$ cat config.mk
export PLATFORM = sky130hd
export DESIGN_NAME = wsd_decoder
export DESIGN_NICKNAME = d
export VERILOG_FILES = /design/src/rtl/wsd_pkg.sv /design/src/rtl/wsd_list_if.sv /design/src/rtl/wsd_servant_list.sv /design/src/rtl/wsd_decoder.sv
export SDC_FILE = /design/constraint.sdc
export NUM_CORES = 1
export LEC_CHECK = 0
export BUFFER_PORTS_ARGS = -buffer_cell sky130_fd_sc_hd__buf_2
export CORE_ASPECT_RATIO = 1.75
export CORE_MARGIN = 10
export CORE_UTILIZATION = 60
export DETAILED_ROUTE_END_ITERATION = 7
export PLACE_DENSITY_LB_ADDON = 0.25
export SLEW_MARGIN = 15
export SYNTH_ARGS = -nofsm -noshare
export SYNTH_HDL_FRONTEND = slang
export SYNTH_HIERARCHICAL = 1
export SYNTH_SLANG_ARGS = --single-unit
$ cat constraint.sdc
create_clock -name mclk -period 4.1 [get_ports mclk]
set_clock_uncertainty 0.1 [all_clocks]
set_input_delay 0.82 -clock mclk [delete_from_list [all_inputs] [get_ports mclk]]
set_output_delay 0.82 -clock mclk [all_outputs]
set_load 0.02 [all_outputs]
$ cat src/rtl/wsd_pkg.sv
/*
 * Constants shared by the word-serial command decoder: command encodings,
 * response formats, register offsets, field positions and reset values.
 * Assumes a 32-bit classic Wishbone register bus with byte addressing.
 */
// What this block does
// - Status byte query 0xCFFF returns the status byte as response.
// - Command 0xCF7F returns the servant address area size.
// - Release 0x8E with address gives up control of that servant by clearing its list bit.
// - Release response status is F on success, 7 if servant not listed.
// - Command 0xEEFF enters locked state by clearing the lock status bit.
// - Lower identity command 0xAE sets lines 0 to 6 only, enable in bit 7.
// - Identity command enable bit one turns on the identity line drivers in Slot 0; outside Slot 0 they are turned off.
// - Upper identity command 0xAD sets lines 7 to 12 only; bit 6 ignored.
// - Identity response status is F on success, 7 when not in Slot 0.
// - Trigger command 0xEDFF starts the previously armed operation.
// - Commands with bit 15 zero are user defined, passed to device logic.
// - An execution error answers with a response whose bit 15 is zero.
// - An unimplemented command records an unsupported error state.
// - Protocol support word shows trigger support by a zero flag bit.
package wsd_pkg;
    localparam logic [15:0] CMD_STATUS_BYTE_QUERY = 16'hCFFF;
    localparam logic [15:0] CMD_SERVANT_AREA      = 16'hCF7F;
    localparam logic [15:0] CMD_SET_LOCK          = 16'hEEFF;
    localparam logic [15:0] CMD_TRIGGER           = 16'hEDFF;
    localparam logic [15:0] CMD_READ_PROTOCOL     = 16'hDFFF;
    localparam logic [15:0] CMD_READ_PROT_ERROR   = 16'hCDFF;
    localparam logic [7:0]  CMD_RELEASE_HI        = 8'h8E;
    localparam logic [7:0]  CMD_LOWER_ID_HI       = 8'hAE;
    localparam logic [7:0]  CMD_UPPER_ID_HI       = 8'hAD;
    localparam int          CMD_USER_BIT          = 15;
    localparam logic [3:0]  STAT_OK               = 4'hF;
    localparam logic [3:0]  STAT_FAIL             = 4'h7;
    localparam logic [11:0] RESP_STAT_FILL        = 12'hFFF;
    localparam logic [15:0] ERR_NONE              = 16'hFFFF;
    localparam logic [15:0] ERR_UNSUPPORTED       = 16'hFFFD;
    localparam int          TRIG_SUPPORT_BIT      = 8;
    localparam logic [15:0] PROTOCOL_WORD         = 16'hFEFF;
    localparam int          ID_LINES              = 13;
    localparam int          ID_LOWER_W            = 7;
    localparam int          ID_UPPER_W            = 6;
    localparam int          ID_ENABLE_BIT         = 7;
    localparam int          LOCK_BIT              = 0;
    // Byte offsets on the register bus
    localparam logic [7:0]  OFF_COMMAND           = 8'h00;
    localparam logic [7:0]  OFF_DATA_LOW          = 8'h04;
    localparam logic [7:0]  OFF_STATUS            = 8'h08;
    localparam logic [7:0]  OFF_CONFIG            = 8'h0C;
    localparam logic [7:0]  OFF_IRQ_STATUS        = 8'h10;
    localparam logic [7:0]  OFF_IRQ_MASK          = 8'h14;
    localparam logic [7:0]  OFF_USER_CMD          = 8'h18;
    localparam logic [7:0]  OFF_IDENTITY          = 8'h1C;
    localparam int          SERVANTS              = 256;
    // Interrupt bits
    localparam int          IRQ_RESP              = 0;
    localparam int          IRQ_TRIGGER           = 1;
    localparam int          IRQ_USER              = 2;
    localparam int          IRQ_ERROR             = 3;
    localparam int          IRQ_W                 = 4;
    localparam logic [15:0] RST_STATUS_BYTE       = 16'hFFFF;
    localparam logic [15:0] RST_AREA_SIZE         = 16'hFFFF;
endpackage : wsd_pkg

$ cat src/rtl/wsd_list_if.sv
/*
 * Carrier between the decoder and its servant-list memory.
 * Assumes one clock shared by both ends.
 */
`timescale 1ns/100ps
interface wsd_list_if;
    logic       we;
    logic [7:0] waddr;
    logic       wdata;
    logic [7:0] raddr;
    logic       rdata;
    modport ctrl (output we, output waddr, output wdata, output raddr,
                  input rdata);
    modport mem  (input we, input waddr, input wdata, input raddr,
                  output rdata);
endinterface : wsd_list_if

$ cat src/rtl/wsd_servant_list.sv
/*
 * One bit per logical address: set while this commander controls it.
 * Read data come out of a register one cycle after the address.
 */
`timescale 1ns/100ps
module wsd_servant_list
(
    // Clock and reset
    input  wire logic   mclk,
    input  wire logic   reset_n,
    // Access port
    wsd_list_if.mem     lst
);
    import wsd_pkg::*;
    typedef struct packed
    {
        logic [SERVANTS-1:0] bits;
        logic                rd;
    } wsd_list_s;
    wsd_list_s st_q;
    wsd_list_s st_d;

    always_comb
    begin
        st_d    = st_q;
        st_d.rd = st_q.bits[lst.raddr];
        if (lst.we)
        begin
            st_d.bits[lst.waddr] = lst.wdata;
        end
    end

    always_ff @(posedge mclk or negedge reset_n)
    begin
        if (!reset_n)
        begin
            st_q <= '0;
        end
        else
        begin
            st_q <= st_d;
        end
    end

    assign lst.rdata = st_q.rd;
endmodule : wsd_servant_list

$ cat src/rtl/wsd_decoder.sv
/*
 * Word-serial command decoder with a Wishbone register slave.
 * Software writes a command word, the block answers in Data Low.
 * Assumes the identity line pins are resolved outside from the enables.
 */
// Local design decisions: the Wishbone slave port and the register addresses.
`timescale 1ns/100ps
module wsd_decoder
(
    // Clock and reset
    input  wire logic                        mclk,
    input  wire logic                        reset_n,
    // Wishbone slave
    input  wire logic                        wb_cyc_i,
    input  wire logic                        wb_stb_i,
    input  wire logic                        wb_we_i,
    input  wire logic [7:0]                  wb_adr_i,
    input  wire logic [3:0]                  wb_sel_i,
    input  wire logic [31:0]                 wb_dat_i,
    output logic [31:0]                      wb_dat_o,
    output logic                             wb_ack_o,
    // Slot position
    input  wire logic                        in_slot0,
    // Module identity lines
    input  wire logic [wsd_pkg::ID_LINES-1:0] module_identity_lines_i,
    output logic [wsd_pkg::ID_LINES-1:0]     module_identity_lines_o,
    output logic                             module_identity_lines_oe_n,
    // Device side events
    output logic                             trigger_pulse,
    output logic                             user_cmd_pulse,
    output logic                             irq
);
    import wsd_pkg::*;

    typedef enum logic [1:0]
    {
        WSD_IDLE = 2'b00,
        WSD_DEC  = 2'b01,
        WSD_REL  = 2'b10
    } wsd_state_e;

    typedef struct packed
    {
        wsd_state_e          state;
        logic [15:0]         cmd;
        logic [15:0]         data_low;
        logic                resp_valid;
        logic [15:0]         err;
        logic [15:0]         status_byte;
        logic [15:0]         area_size;
        logic                locked_n;
        logic [ID_LINES-1:0] id_out;
        logic                id_oe_n;
        logic [IRQ_W-1:0]    irq_stat;
        logic [IRQ_W-1:0]    irq_mask;
        logic [15:0]         user_cmd;
        logic [31:0]         dat;
        logic                ack;
        logic                trig;
        logic                user;
        logic                irq;
    } wsd_dec_s;

    wsd_dec_s   st_q;
    wsd_dec_s   st_d;
    wsd_list_if lst ();

    wsd_servant_list u_list
    (
        .mclk    (mclk),
        .reset_n (reset_n),
        .lst     (lst.mem)
    );

    logic           req;
    logic           wr;
    logic [IRQ_W-1:0] ev;
    logic [31:0]    rd;

    assign req = wb_cyc_i && wb_stb_i && !st_q.ack;
    assign wr  = req && wb_we_i;

    // Status nibble on top, so a failure answer has bit 15 clear
    function automatic logic [15:0] stat_resp(input logic ok);
        stat_resp = {ok ? STAT_OK : STAT_FAIL, RESP_STAT_FILL};
    endfunction : stat_resp

    always_comb
    begin
        st_d          = st_q;
        ev            = '0;
        rd            = '0;
        st_d.trig     = 1'b0;
        st_d.user     = 1'b0;
        lst.we        = 1'b0;
        lst.waddr     = st_q.cmd[7:0];
        lst.wdata     = 1'b0;
        lst.raddr     = st_q.cmd[7:0];
        unique case (st_q.state)
            WSD_IDLE:
            begin
                if (wr && wb_adr_i == OFF_COMMAND && wb_sel_i[1:0] == 2'b11)
                begin
                    st_d.cmd   = wb_dat_i[15:0];
                    st_d.state = WSD_DEC;
                end
            end
            WSD_DEC:
            begin
                st_d.state      = WSD_IDLE;
                st_d.resp_valid = 1'b1;
                ev[IRQ_RESP]    = 1'b1;
                // Whole-word compare, except user commands (bit 15 only) and release and identity commands (upper byte only)
                if (!st_q.cmd[CMD_USER_BIT])
                begin
                    st_d.user_cmd   = st_q.cmd;
                    st_d.user       = 1'b1;
                    st_d.resp_valid = 1'b0;
                    ev[IRQ_RESP]    = 1'b0;
                    ev[IRQ_USER]    = 1'b1;
                end
                else if (st_q.cmd == CMD_STATUS_BYTE_QUERY)
                    st_d.data_low = st_q.status_byte;
                else if (st_q.cmd == CMD_SERVANT_AREA)
                    st_d.data_low = st_q.area_size;
                else if (st_q.cmd == CMD_SET_LOCK)
                begin
                    st_d.locked_n   = 1'b0;
                    st_d.resp_valid = 1'b0;
                    ev[IRQ_RESP]    = 1'b0;
                end
                else if (st_q.cmd == CMD_TRIGGER)
                begin
                    st_d.trig       = 1'b1;
                    st_d.resp_valid = 1'b0;
                    ev[IRQ_RESP]    = 1'b0;
                    ev[IRQ_TRIGGER] = 1'b1;
                end
                else if (st_q.cmd == CMD_READ_PROTOCOL)
                    st_d.data_low = PROTOCOL_WORD;
                else if (st_q.cmd == CMD_READ_PROT_ERROR)
                begin
                    st_d.data_low = st_q.err;
                    st_d.err      = ERR_NONE;
                end
                else if (st_q.cmd[15:8] == CMD_RELEASE_HI)
                begin
                    // List memory answers one cycle later
                    st_d.state      = WSD_REL;
                    st_d.resp_valid = 1'b0;
                    ev[IRQ_RESP]    = 1'b0;
                end
                else if (st_q.cmd[15:8] == CMD_LOWER_ID_HI ||
                         st_q.cmd[15:8] == CMD_UPPER_ID_HI)
                begin
                    if (in_slot0)
                    begin
                        if (st_q.cmd[15:8] == CMD_LOWER_ID_HI)
                            st_d.id_out[ID_LOWER_W-1:0] =
                                st_q.cmd[ID_LOWER_W-1:0];
                        else
                            st_d.id_out[ID_LINES-1:ID_LOWER_W] =
                                st_q.cmd[ID_UPPER_W-1:0];
                        if (st_q.cmd[ID_ENABLE_BIT])
                            st_d.id_oe_n = 1'b0;
                    end
                    else
                    begin
                        st_d.id_oe_n = 1'b1;
                    end
                    st_d.data_low = stat_resp(in_slot0);
                end
                else
                begin
                    st_d.err        = ERR_UNSUPPORTED;
                    st_d.resp_valid = 1'b0;
                    ev[IRQ_RESP]    = 1'b0;
                    ev[IRQ_ERROR]   = 1'b1;
                end
            end
            WSD_REL:
            begin
                st_d.state      = WSD_IDLE;
                lst.we          = lst.rdata;
                st_d.data_low   = stat_resp(lst.rdata);
                st_d.resp_valid = 1'b1;
                ev[IRQ_RESP]    = 1'b1;
            end
        endcase

        // Register bus: one-cycle ack, unmapped reads give zero
        st_d.ack = req;
        if (req)
        begin
            unique case (wb_adr_i)
                OFF_DATA_LOW:   rd = {16'h0000, st_q.data_low};
                OFF_STATUS:     rd = {27'h0, st_q.id_oe_n,
                                      st_q.state != WSD_IDLE,
                                      st_q.resp_valid, 1'b0, st_q.locked_n};
                OFF_IRQ_STATUS: rd = {28'h0, st_q.irq_stat};
                OFF_IRQ_MASK:   rd = {28'h0, st_q.irq_mask};
                OFF_USER_CMD:   rd = {16'h0000, st_q.user_cmd};
                OFF_IDENTITY:   rd = {19'h0, module_identity_lines_i};
                OFF_CONFIG:     rd = {st_q.area_size, st_q.status_byte};
                default:        rd = '0;
            endcase
            // A fresh response outlives a read in the same cycle
            if (!wb_we_i && wb_adr_i == OFF_DATA_LOW && !ev[IRQ_RESP])
                st_d.resp_valid = 1'b0;
        end
        st_d.dat = rd;
        if (wr && wb_adr_i == OFF_CONFIG)
        begin
            if (wb_sel_i[0]) st_d.status_byte[7:0]  = wb_dat_i[7:0];
            if (wb_sel_i[1]) st_d.status_byte[15:8] = wb_dat_i[15:8];
            if (wb_sel_i[2]) st_d.area_size[7:0]    = wb_dat_i[23:16];
            if (wb_sel_i[3]) st_d.area_size[15:8]   = wb_dat_i[31:24];
        end
        // A lock command in the same cycle wins over the unlock write
        if (wr && wb_adr_i == OFF_STATUS && wb_sel_i[0] &&
            wb_dat_i[LOCK_BIT] &&
            !(st_q.state == WSD_DEC && st_q.cmd == CMD_SET_LOCK))
            st_d.locked_n = 1'b1;
        if (wr && wb_adr_i == OFF_IRQ_MASK && wb_sel_i[0])
            st_d.irq_mask = wb_dat_i[IRQ_W-1:0];
        // Servant list is loaded through the identity register write
        if (wr && wb_adr_i == OFF_IDENTITY && st_q.state == WSD_IDLE)
        begin
            lst.we    = 1'b1;
            lst.waddr = wb_dat_i[7:0];
            lst.wdata = wb_dat_i[8];
        end
        // A new event wins over a simultaneous write-one clear
        if (wr && wb_adr_i == OFF_IRQ_STATUS && wb_sel_i[0])
            st_d.irq_stat = st_q.irq_stat & ~wb_dat_i[IRQ_W-1:0];
        st_d.irq_stat = st_d.irq_stat | ev;
        st_d.irq      = |(st_d.irq_stat & st_d.irq_mask);
    end

    always_ff @(posedge mclk or negedge reset_n)
    begin
        if (!reset_n)
        begin
            st_q             <= '0;
            st_q.state       <= WSD_IDLE;
            st_q.err         <= ERR_NONE;
            st_q.status_byte <= RST_STATUS_BYTE;
            st_q.area_size   <= RST_AREA_SIZE;
            st_q.locked_n    <= 1'b1;
            st_q.id_oe_n     <= 1'b1;
        end
        else
        begin
            st_q <= st_d;
        end
    end

    assign wb_dat_o                   = st_q.dat;
    assign wb_ack_o                   = st_q.ack;
    assign module_identity_lines_o    = st_q.id_out;
    assign module_identity_lines_oe_n = st_q.id_oe_n;
    assign trigger_pulse              = st_q.trig;
    assign user_cmd_pulse             = st_q.user;
    assign irq                        = st_q.irq;

    property p_status_query;
        @(posedge mclk) disable iff (!reset_n)
        (st_q.state == WSD_DEC && st_q.cmd == CMD_STATUS_BYTE_QUERY)
        |=> st_q.data_low == $past(st_q.status_byte) && st_q.resp_valid;
    endproperty
    a_status_query: assert property (p_status_query)
        else $error("status byte not returned");

    property p_area;
        @(posedge mclk) disable iff (!reset_n)
        (st_q.state == WSD_DEC && st_q.cmd == CMD_SERVANT_AREA)
        |=> st_q.data_low == $past(st_q.area_size);
    endproperty
    a_area: assert property (p_area)
        else $error("area size not returned");

    property p_release;
        @(posedge mclk) disable iff (!reset_n)
        (st_q.state == WSD_DEC && st_q.cmd[15:8] == CMD_RELEASE_HI)
        |=> st_q.state == WSD_REL ##1
            (st_q.data_low[15:12] == STAT_OK ||
             st_q.data_low[15:12] == STAT_FAIL) && st_q.resp_valid;
    endproperty
    a_release: assert property (p_release)
        else $error("release status missing");

    property p_lock;
        @(posedge mclk) disable iff (!reset_n)
        (st_q.state == WSD_DEC && st_q.cmd == CMD_SET_LOCK)
        |=> !st_q.locked_n;
    endproperty
    a_lock: assert property (p_lock)
        else $error("lock bit not cleared");

    property p_id_slot;
        @(posedge mclk) disable iff (!reset_n)
        (st_q.state == WSD_DEC && !in_slot0 &&
         (st_q.cmd[15:8] == CMD_LOWER_ID_HI ||
          st_q.cmd[15:8] == CMD_UPPER_ID_HI))
        |=> st_q.id_oe_n && st_q.data_low[15:12] == STAT_FAIL
            && $stable(st_q.id_out);
    endproperty
    a_id_slot: assert property (p_id_slot)
        else $error("identity lines touched outside slot 0");

    property p_id_lower;
        @(posedge mclk) disable iff (!reset_n)
        (st_q.state == WSD_DEC && in_slot0 &&
         st_q.cmd[15:8] == CMD_LOWER_ID_HI)
        |=> st_q.id_out[6:0] == $past(st_q.cmd[6:0]) &&
            st_q.id_out[12:7] == $past(st_q.id_out[12:7]) &&
            st_q.data_low[15:12] == STAT_OK;
    endproperty
    a_id_lower: assert property (p_id_lower)
        else $error("lower identity update wrong");

    property p_id_enable;
        @(posedge mclk) disable iff (!reset_n)
        (st_q.state == WSD_DEC && in_slot0 && st_q.cmd[7] &&
         st_q.cmd[15:8] == CMD_UPPER_ID_HI)
        |=> !module_identity_lines_oe_n &&
            st_q.id_out[12:7] == $past(st_q.cmd[5:0]);
    endproperty
    a_id_enable: assert property (p_id_enable)
        else $error("identity drivers not enabled");

    property p_trigger;
        @(posedge mclk) disable iff (!reset_n)
        (st_q.state == WSD_DEC && st_q.cmd == CMD_TRIGGER)
        |=> trigger_pulse ##1 !trigger_pulse;
    endproperty
    a_trigger: assert property (p_trigger)
        else $error("trigger pulse wrong");

    property p_unsupported;
        @(posedge mclk) disable iff (!reset_n)
        (st_q.state == WSD_DEC && st_q.cmd == 16'hFFFF)
        |=> st_q.err == ERR_UNSUPPORTED && st_q.irq_stat[IRQ_ERROR];
    endproperty
    a_unsupported: assert property (p_unsupported)
        else $error("unsupported command not recorded");
endmodule : wsd_decoder

---- Word-level counts from Yosys, hierarchy flattened ----
Cells that the tools add are included.
word-level totals
  register bits after elaboration ......... 414
  output and inout bits ................... 50
  logic and storage cells ................. 209
cells by class
  reduce and logical (&&, ||, !) cells .... 45
  muxes and demuxes ....................... 95
  equal/unequal tests ..................... 30
  order comparisons ....................... 3
  bitwise operators ....................... 13
operator list
  cell                  count
  $bwmux 256            1
  $pmux 32 s7           1
  $mux 16               13
  $eq 16x16->1 const B  6
  $mux 14               6
  $mux 17               4
  $mux 15               4
  $mux 1                39
  $pmux 17 s2           1
  $eq 8x5->1 const B    4
  $mux 32               1
  $eq 8x8->1 const B    3
  $reduce_and 12->1     2
  $mux 2                11
  $logic_and 1x1->1     20
  $lt 8x9->1 const B    2
  $mux 18               1
  $eq 8x4->1 const B    2
  $mux 4                4
  $mux 13               1
  $ne 6x6->1 const B    2
  $reduce_and 2->1      6
  $reduce_and 11->1     1
  $reduce_bool 2->1     5
  27 further kinds      46

---- Depth between registers and ports, before layout ----
  word-level depth ........................ 16
  gate-level depth with buffers ........... 12

---- By module ----
Netlist, hierarchy kept.
by module, submodules not included
  module            seq. area each (um2)  cells an instance  area each (um2)  times used
  wsd_servant_list  6,431.2               1,134              13,279.0         1
  wsd_decoder       3,623.5               615                6,755.2          1

---- Least setup slack after synthesis ----
Ideal clock, no wire load.
  path kind ............................... input port to flip-flop
  from .................................... input port wb_adr_i[7]
  to ...................................... register u_list/st_q[105] (netlist name)
  slack ................................... 0.090 ns
  arrival ................................. 3.782 ns
  buffers on the path ..................... 3
  library setup time ...................... 0.127 ns
  stages on the path ...................... 11
  required time ........................... 3.873 ns
  cells stage by stage .................... or4b_4 > buf_6 > nor2_1 > nand4_1 > mux2_2 > clkbuf_1 > nand2b_1 > nor2_1 > clkbuf_1 > nand2_1 > mux2_1
between the ends
  word-level cells in the longest chain between the ends .. 9
  elaborated cells between the ends (all ways) .. 12
  those cells by class .................... order compare: 2; eq/ne: 1; mux: 6; reduce/logical: 3
ends and longest elaborated chain
  item                                                                   RTL line                RTL
  start, declared                                                        wsd_decoder.sv:17       input wire logic [7:0] wb_adr_i,
  $eq 8x5->1 *                                                           wsd_decoder.sv:227      if (wr && wb_adr_i == OFF_IDENTITY && st_q.state == WSD_IDLE)
  $logic_and 1x1->1 * (2 in series)                                      wsd_decoder.sv:227
  $mux 8 *                                                               wsd_decoder.sv:227
  net lst.waddr[7]                                                       wsd_list_if.sv:8        logic [7:0] waddr;
  $lt 8x9->1 (not written as such) / $ge 8x1->1 (equally long branches)  wsd_servant_list.sv:29  st_d.bits[lst.waddr] = lst.wdata;
  $logic_and 1x1->1 (not written as such)                                wsd_servant_list.sv:29
  $mux 1 (not written as such)                                           wsd_servant_list.sv:29
  $demux 1 s8 *                                                          -
  $bwmux 256 *                                                           wsd_servant_list.sv:29
  end signal, assigned                                                   wsd_servant_list.sv:41  st_q <= st_d;
  end, declared                                                          wsd_servant_list.sv:20  wsd_list_s st_q;
Mark *: on every way through the listed nets, which the timed path passes. The rest lies on a longest branch.
A chain may end at the register's enable or synchronous reset.

---- Final worst setup path ----
  from .................................... input port wb_adr_i[7]
  to ...................................... register u_list/st_q[236] (netlist name)
Same word-level chain as after synthesis.

==> summary.md <==
| Metric | Value |
|---|---|
| TNS Setup | 0 ps |
| Synth top cells by count | dfrtp_1 (364), nand2_1 (342), mux2_2 (281), clkbuf_1 (94), mux2i_1 (68) |
| Reg power frac | 0.510 |
| H-tree levels | 2 |
| Net count, final | about 1900 |
| Core Area | ~0.033 mm² |
| Initial antenna violation count | 0 |
| Async SR Flop Fraction | 1.00 |
| Crit path arrival time | 4020 ps |
| Worst Setup EP | u_list/st_q[236]$_DFFE_PN0P_ |
| Clk Latency, worst-skew pair | roughly 560 ps |
| Unrepaired setup endpoints after global routing | no |
| Drt pass-1 iters | 6 |
| Switching power | 0.00164 W |
| Status | finished clean |
| Post-route DRC | 0 |
| Main synth FF type | dfrtp_1 |
| Final wirelength | ~50000 µm |
| Starting density of the core | 0.607 |
| Crit path max-delay family | simple AND/OR/NAND/NOR gates |
| DR WL/cell | approximately 23 µm |
| Max Cap Viol | 0 |
| CP startpoint kind | input port |
| Total Power | 0.00778 W |
| Register-to-register setup slack | about 730 ps |
| Mapped Nets | roughly 1800 |
| Nature of the critical path endpoint | flop |
| Worst hold path type | in2async |
| Final HPWL DP | around 34000 µm |
| Hold_buf cts | 0 |
| Port Buffers | around 110 |
| Placer Congestion | 0.897 |
| Reg2reg start | st_q[156]$_DFFE_PN0P_ |
| EDFF count, synth | 0 |
| Pint | just over 0.006 W |
| ANT cells | 0 |
| GRT Residual Overflow | 0 |
| Logic pwr share | 0.022 |
| Clk buf depth | 3 |
| Sw Ratio | 0.211 |
| I/O pin count | ~110 |
| Sequential share of the synthesized area | 0.502 |
| Crit path buf inv count | 2 |
| Crit path max fanout | 16 |
| Synthesized cell area | about 0.02 mm² |
| Setup CP Type | in2reg |
| All-Layer GR Usage | 0.245 |
| Vias post-DR | around 14000 |
| CTS buffer count | 37 |
| Count of final hold-check violations | 0 |
| DR iter-0 viols | between 900 and 1000 |
| Reg clk slew, reported paths | 70 ps |
| Critical path launch point | wb_adr_i[7] |
| Worst slew pin tran | between 1000 and 1500 ps |
| First-pass GRT wire length | roughly 80000 µm |
| VDD IR max | between 300 and 400 µV |
| Post-layout util | 0.668 |
| CP required | roughly 4400 ps |
| Die height | between 200 and 300 µm |
| CTS resizes | 0 |
| Syn_area_per_cell | ~11 µm² |
| Crit share post-route | 0.899 |
| Slew Limit Fails | 0 |
| CP max stage cell | or4b_4 |
| Most common cell in the netlist | dfrtp_1 |
| Placed Area | around 0.021 mm² |
| Gate Count Post-Synth | approximately 1700 |
| Vias/cell | between 6 and 7 |
| Final Instance Area | 0.0221 mm² |
| Slew margin rel. | 0.232 |
| Clock power share | 0.468 |
| Synth unique cells | 70 |
| Chip Width | 158 µm |
| CTS tree | yes |
| Postcts setup bufs | 0 |
| Share of cells above drive strength 1 | 0.344 |
| Max incr delay on CP | 540 ps |
| Top cell type by total area after synthesis | dfrtp_1 |
| Area contributors post-synth | dfrtp_1 (45%), mux2_2 (16%), nand2_1 (6.4%) |
| Layout area overhead | 10.1% |
| Number of global-route vias before repair | between 10000 and 15000 |
| Cell Rows | 88 |
| R2R depth | 9 |
| CTS root buf | clkbuf_16 |
| Die area | ~0.041 mm² |
| R2r endpoint | u_list/st_q[236]$_DFFE_PN0P_ |
| CTS sink cnt | 400 |
| Stages on the worst setup path | 10 |
| Crit path time final | 3690 ps |
| Synth Register Bits | 400 |
| Top cell type's share of synthesized area | 0.455 |
| Antenna-violating nets left | 0 |
| Max Fclk | between 0.2 and 0.3 GHz |
| YS warnings | 6 |
| Final setup viols | 0 |
| CP Cell Sequence | buf_2, or4b_4, nor2_1, nand4_1, buf_4, mux2_2, nand4_1, nand2b_1, nor3b_1, mux2_2 |
| Largest net degree at the start of global routing | 141 |
| Power density cells | 353 mW/mm² |
| Leak | between 10 and 15 nW |
-- worst register-to-register path: stages (launching register included) --
cell	delay, ps
dfrtp_1	400
inv_1	90
ha_1	290
nand4_1	350
buf_4	310
mux2_2	350
nand4_1	150
nand2b_1	480
nor3b_1	380
mux2_2	370
-- power groups by stage --
stage               clock, W  combinational, W  sequential (W)
floorplan                  0         0.0000334         0.00403
global placement           0          0.000176         0.00404
detailed placement         0          0.000178         0.00404
CTS                  0.00370          0.000178         0.00396
global route         0.00386          0.000196         0.00396
finish               0.00364          0.000174         0.00396
-- sequential cells by signal, indices dropped and copies added (netlist names) --
signal,cells
u_list/st_q,256
st_q,85
lst.raddr,8
module_identity_lines_oe_n,1
user_cmd_pulse,1
trigger_pulse,1
u_list/lst.rdata,1
wb_ack_o,1
irq,1
wb_dat_o,32
module_identity_lines_o,13
-- layout make-up --
type / count / area, µm²
timing repair buffer: 185 / 1220
tap: 405 / 507
sequential: 400 / 10100
inverter: 15 / 56.3
fill: 2402 / 11000
multi-input combinational: 1145 / 8940
clock buffer: 47 / 1000
clock inverter: 17 / 269
-- per-stage QoR --
step	instances	setup WS, ps	hold slack, ps
6_report	2214	413	79.9
2_1_floorplan	1749	90.2	346
3_3_place_gp	2150	18.3	362
3_5_place_dp	2150	-36.3	371
4_1_cts	2214	456	89.8
5_1_grt	2214	220	101
-- routing by layer --
layer / part of all wire / track usage / routed length [µm]
met1: 0.36 / 0.267 / 18200
met3: 0.047 / 0.0316 / 2350
met4: 0.048 / 0.122 / 2440
met2: 0.54 / 0.454 / 27300
met5: 0 / 0 / 0
-- placed cells by master, fill, tap and decap left out, types with 7 or more instances in the layout --
| master | count |
|---|---|
| dfrtp_1 | 362 |
| nand2_1 | 342 |
| mux2_2 | 281 |
| buf_2 | 111 |
| mux2i_1 | 68 |
| buf_4 | 65 |
| mux2_1 | 50 |
| nor2_1 | 44 |
| clkbuf_16 | 38 |
| dfstp_2 | 36 |
| a22oi_1 | 34 |
| mux4_2 | 33 |
| and3_1 | 32 |
| a21oi_1 | 31 |
| o21ai_0 | 30 |
| o22ai_1 | 22 |
| nand3_1 | 21 |
| inv_1 | 14 |
| nor3_1 | 12 |
| nor4_1 | 12 |
| nor2b_1 | 10 |
| nand4_1 | 9 |
| nand2b_1 | 9 |
| a31oi_1 | 9 |
| buf_12 | 8 |
| a22o_1 | 7 |
| clkbuf_1 | 7 |
-- worst min-delay path by stage --
stage	endpoint	slack [ps]
2_1_floorplan	st_q[40]$_DFFE_PN0P_	350
3_3_place_gp	st_q[127]$_DFFE_PN0P_	360
3_5_place_dp	st_q[47]$_DFFE_PN0P_	370
4_1_cts	wb_dat_o[1]$_DFF_PN0_	90
5_1_grt	wb_dat_o[1]$_DFF_PN0_	100
6_report	wb_dat_o[1]$_DFF_PN0_	80
-- cell families (layout without fill, tap and decap cells) --
family          count (synthesis)  after routing  synth area share
fa+ha+maj                       3              3           0.00187
flops                         400            400             0.502
simple gates                  539            539             0.124
buf+inv                       204            264            0.0536
compound gates                165            165            0.0549
xor+xnor                        1              1          0.000437
mux                           437            437             0.264
Note: power is estimated with default switching activity, not from simulation.
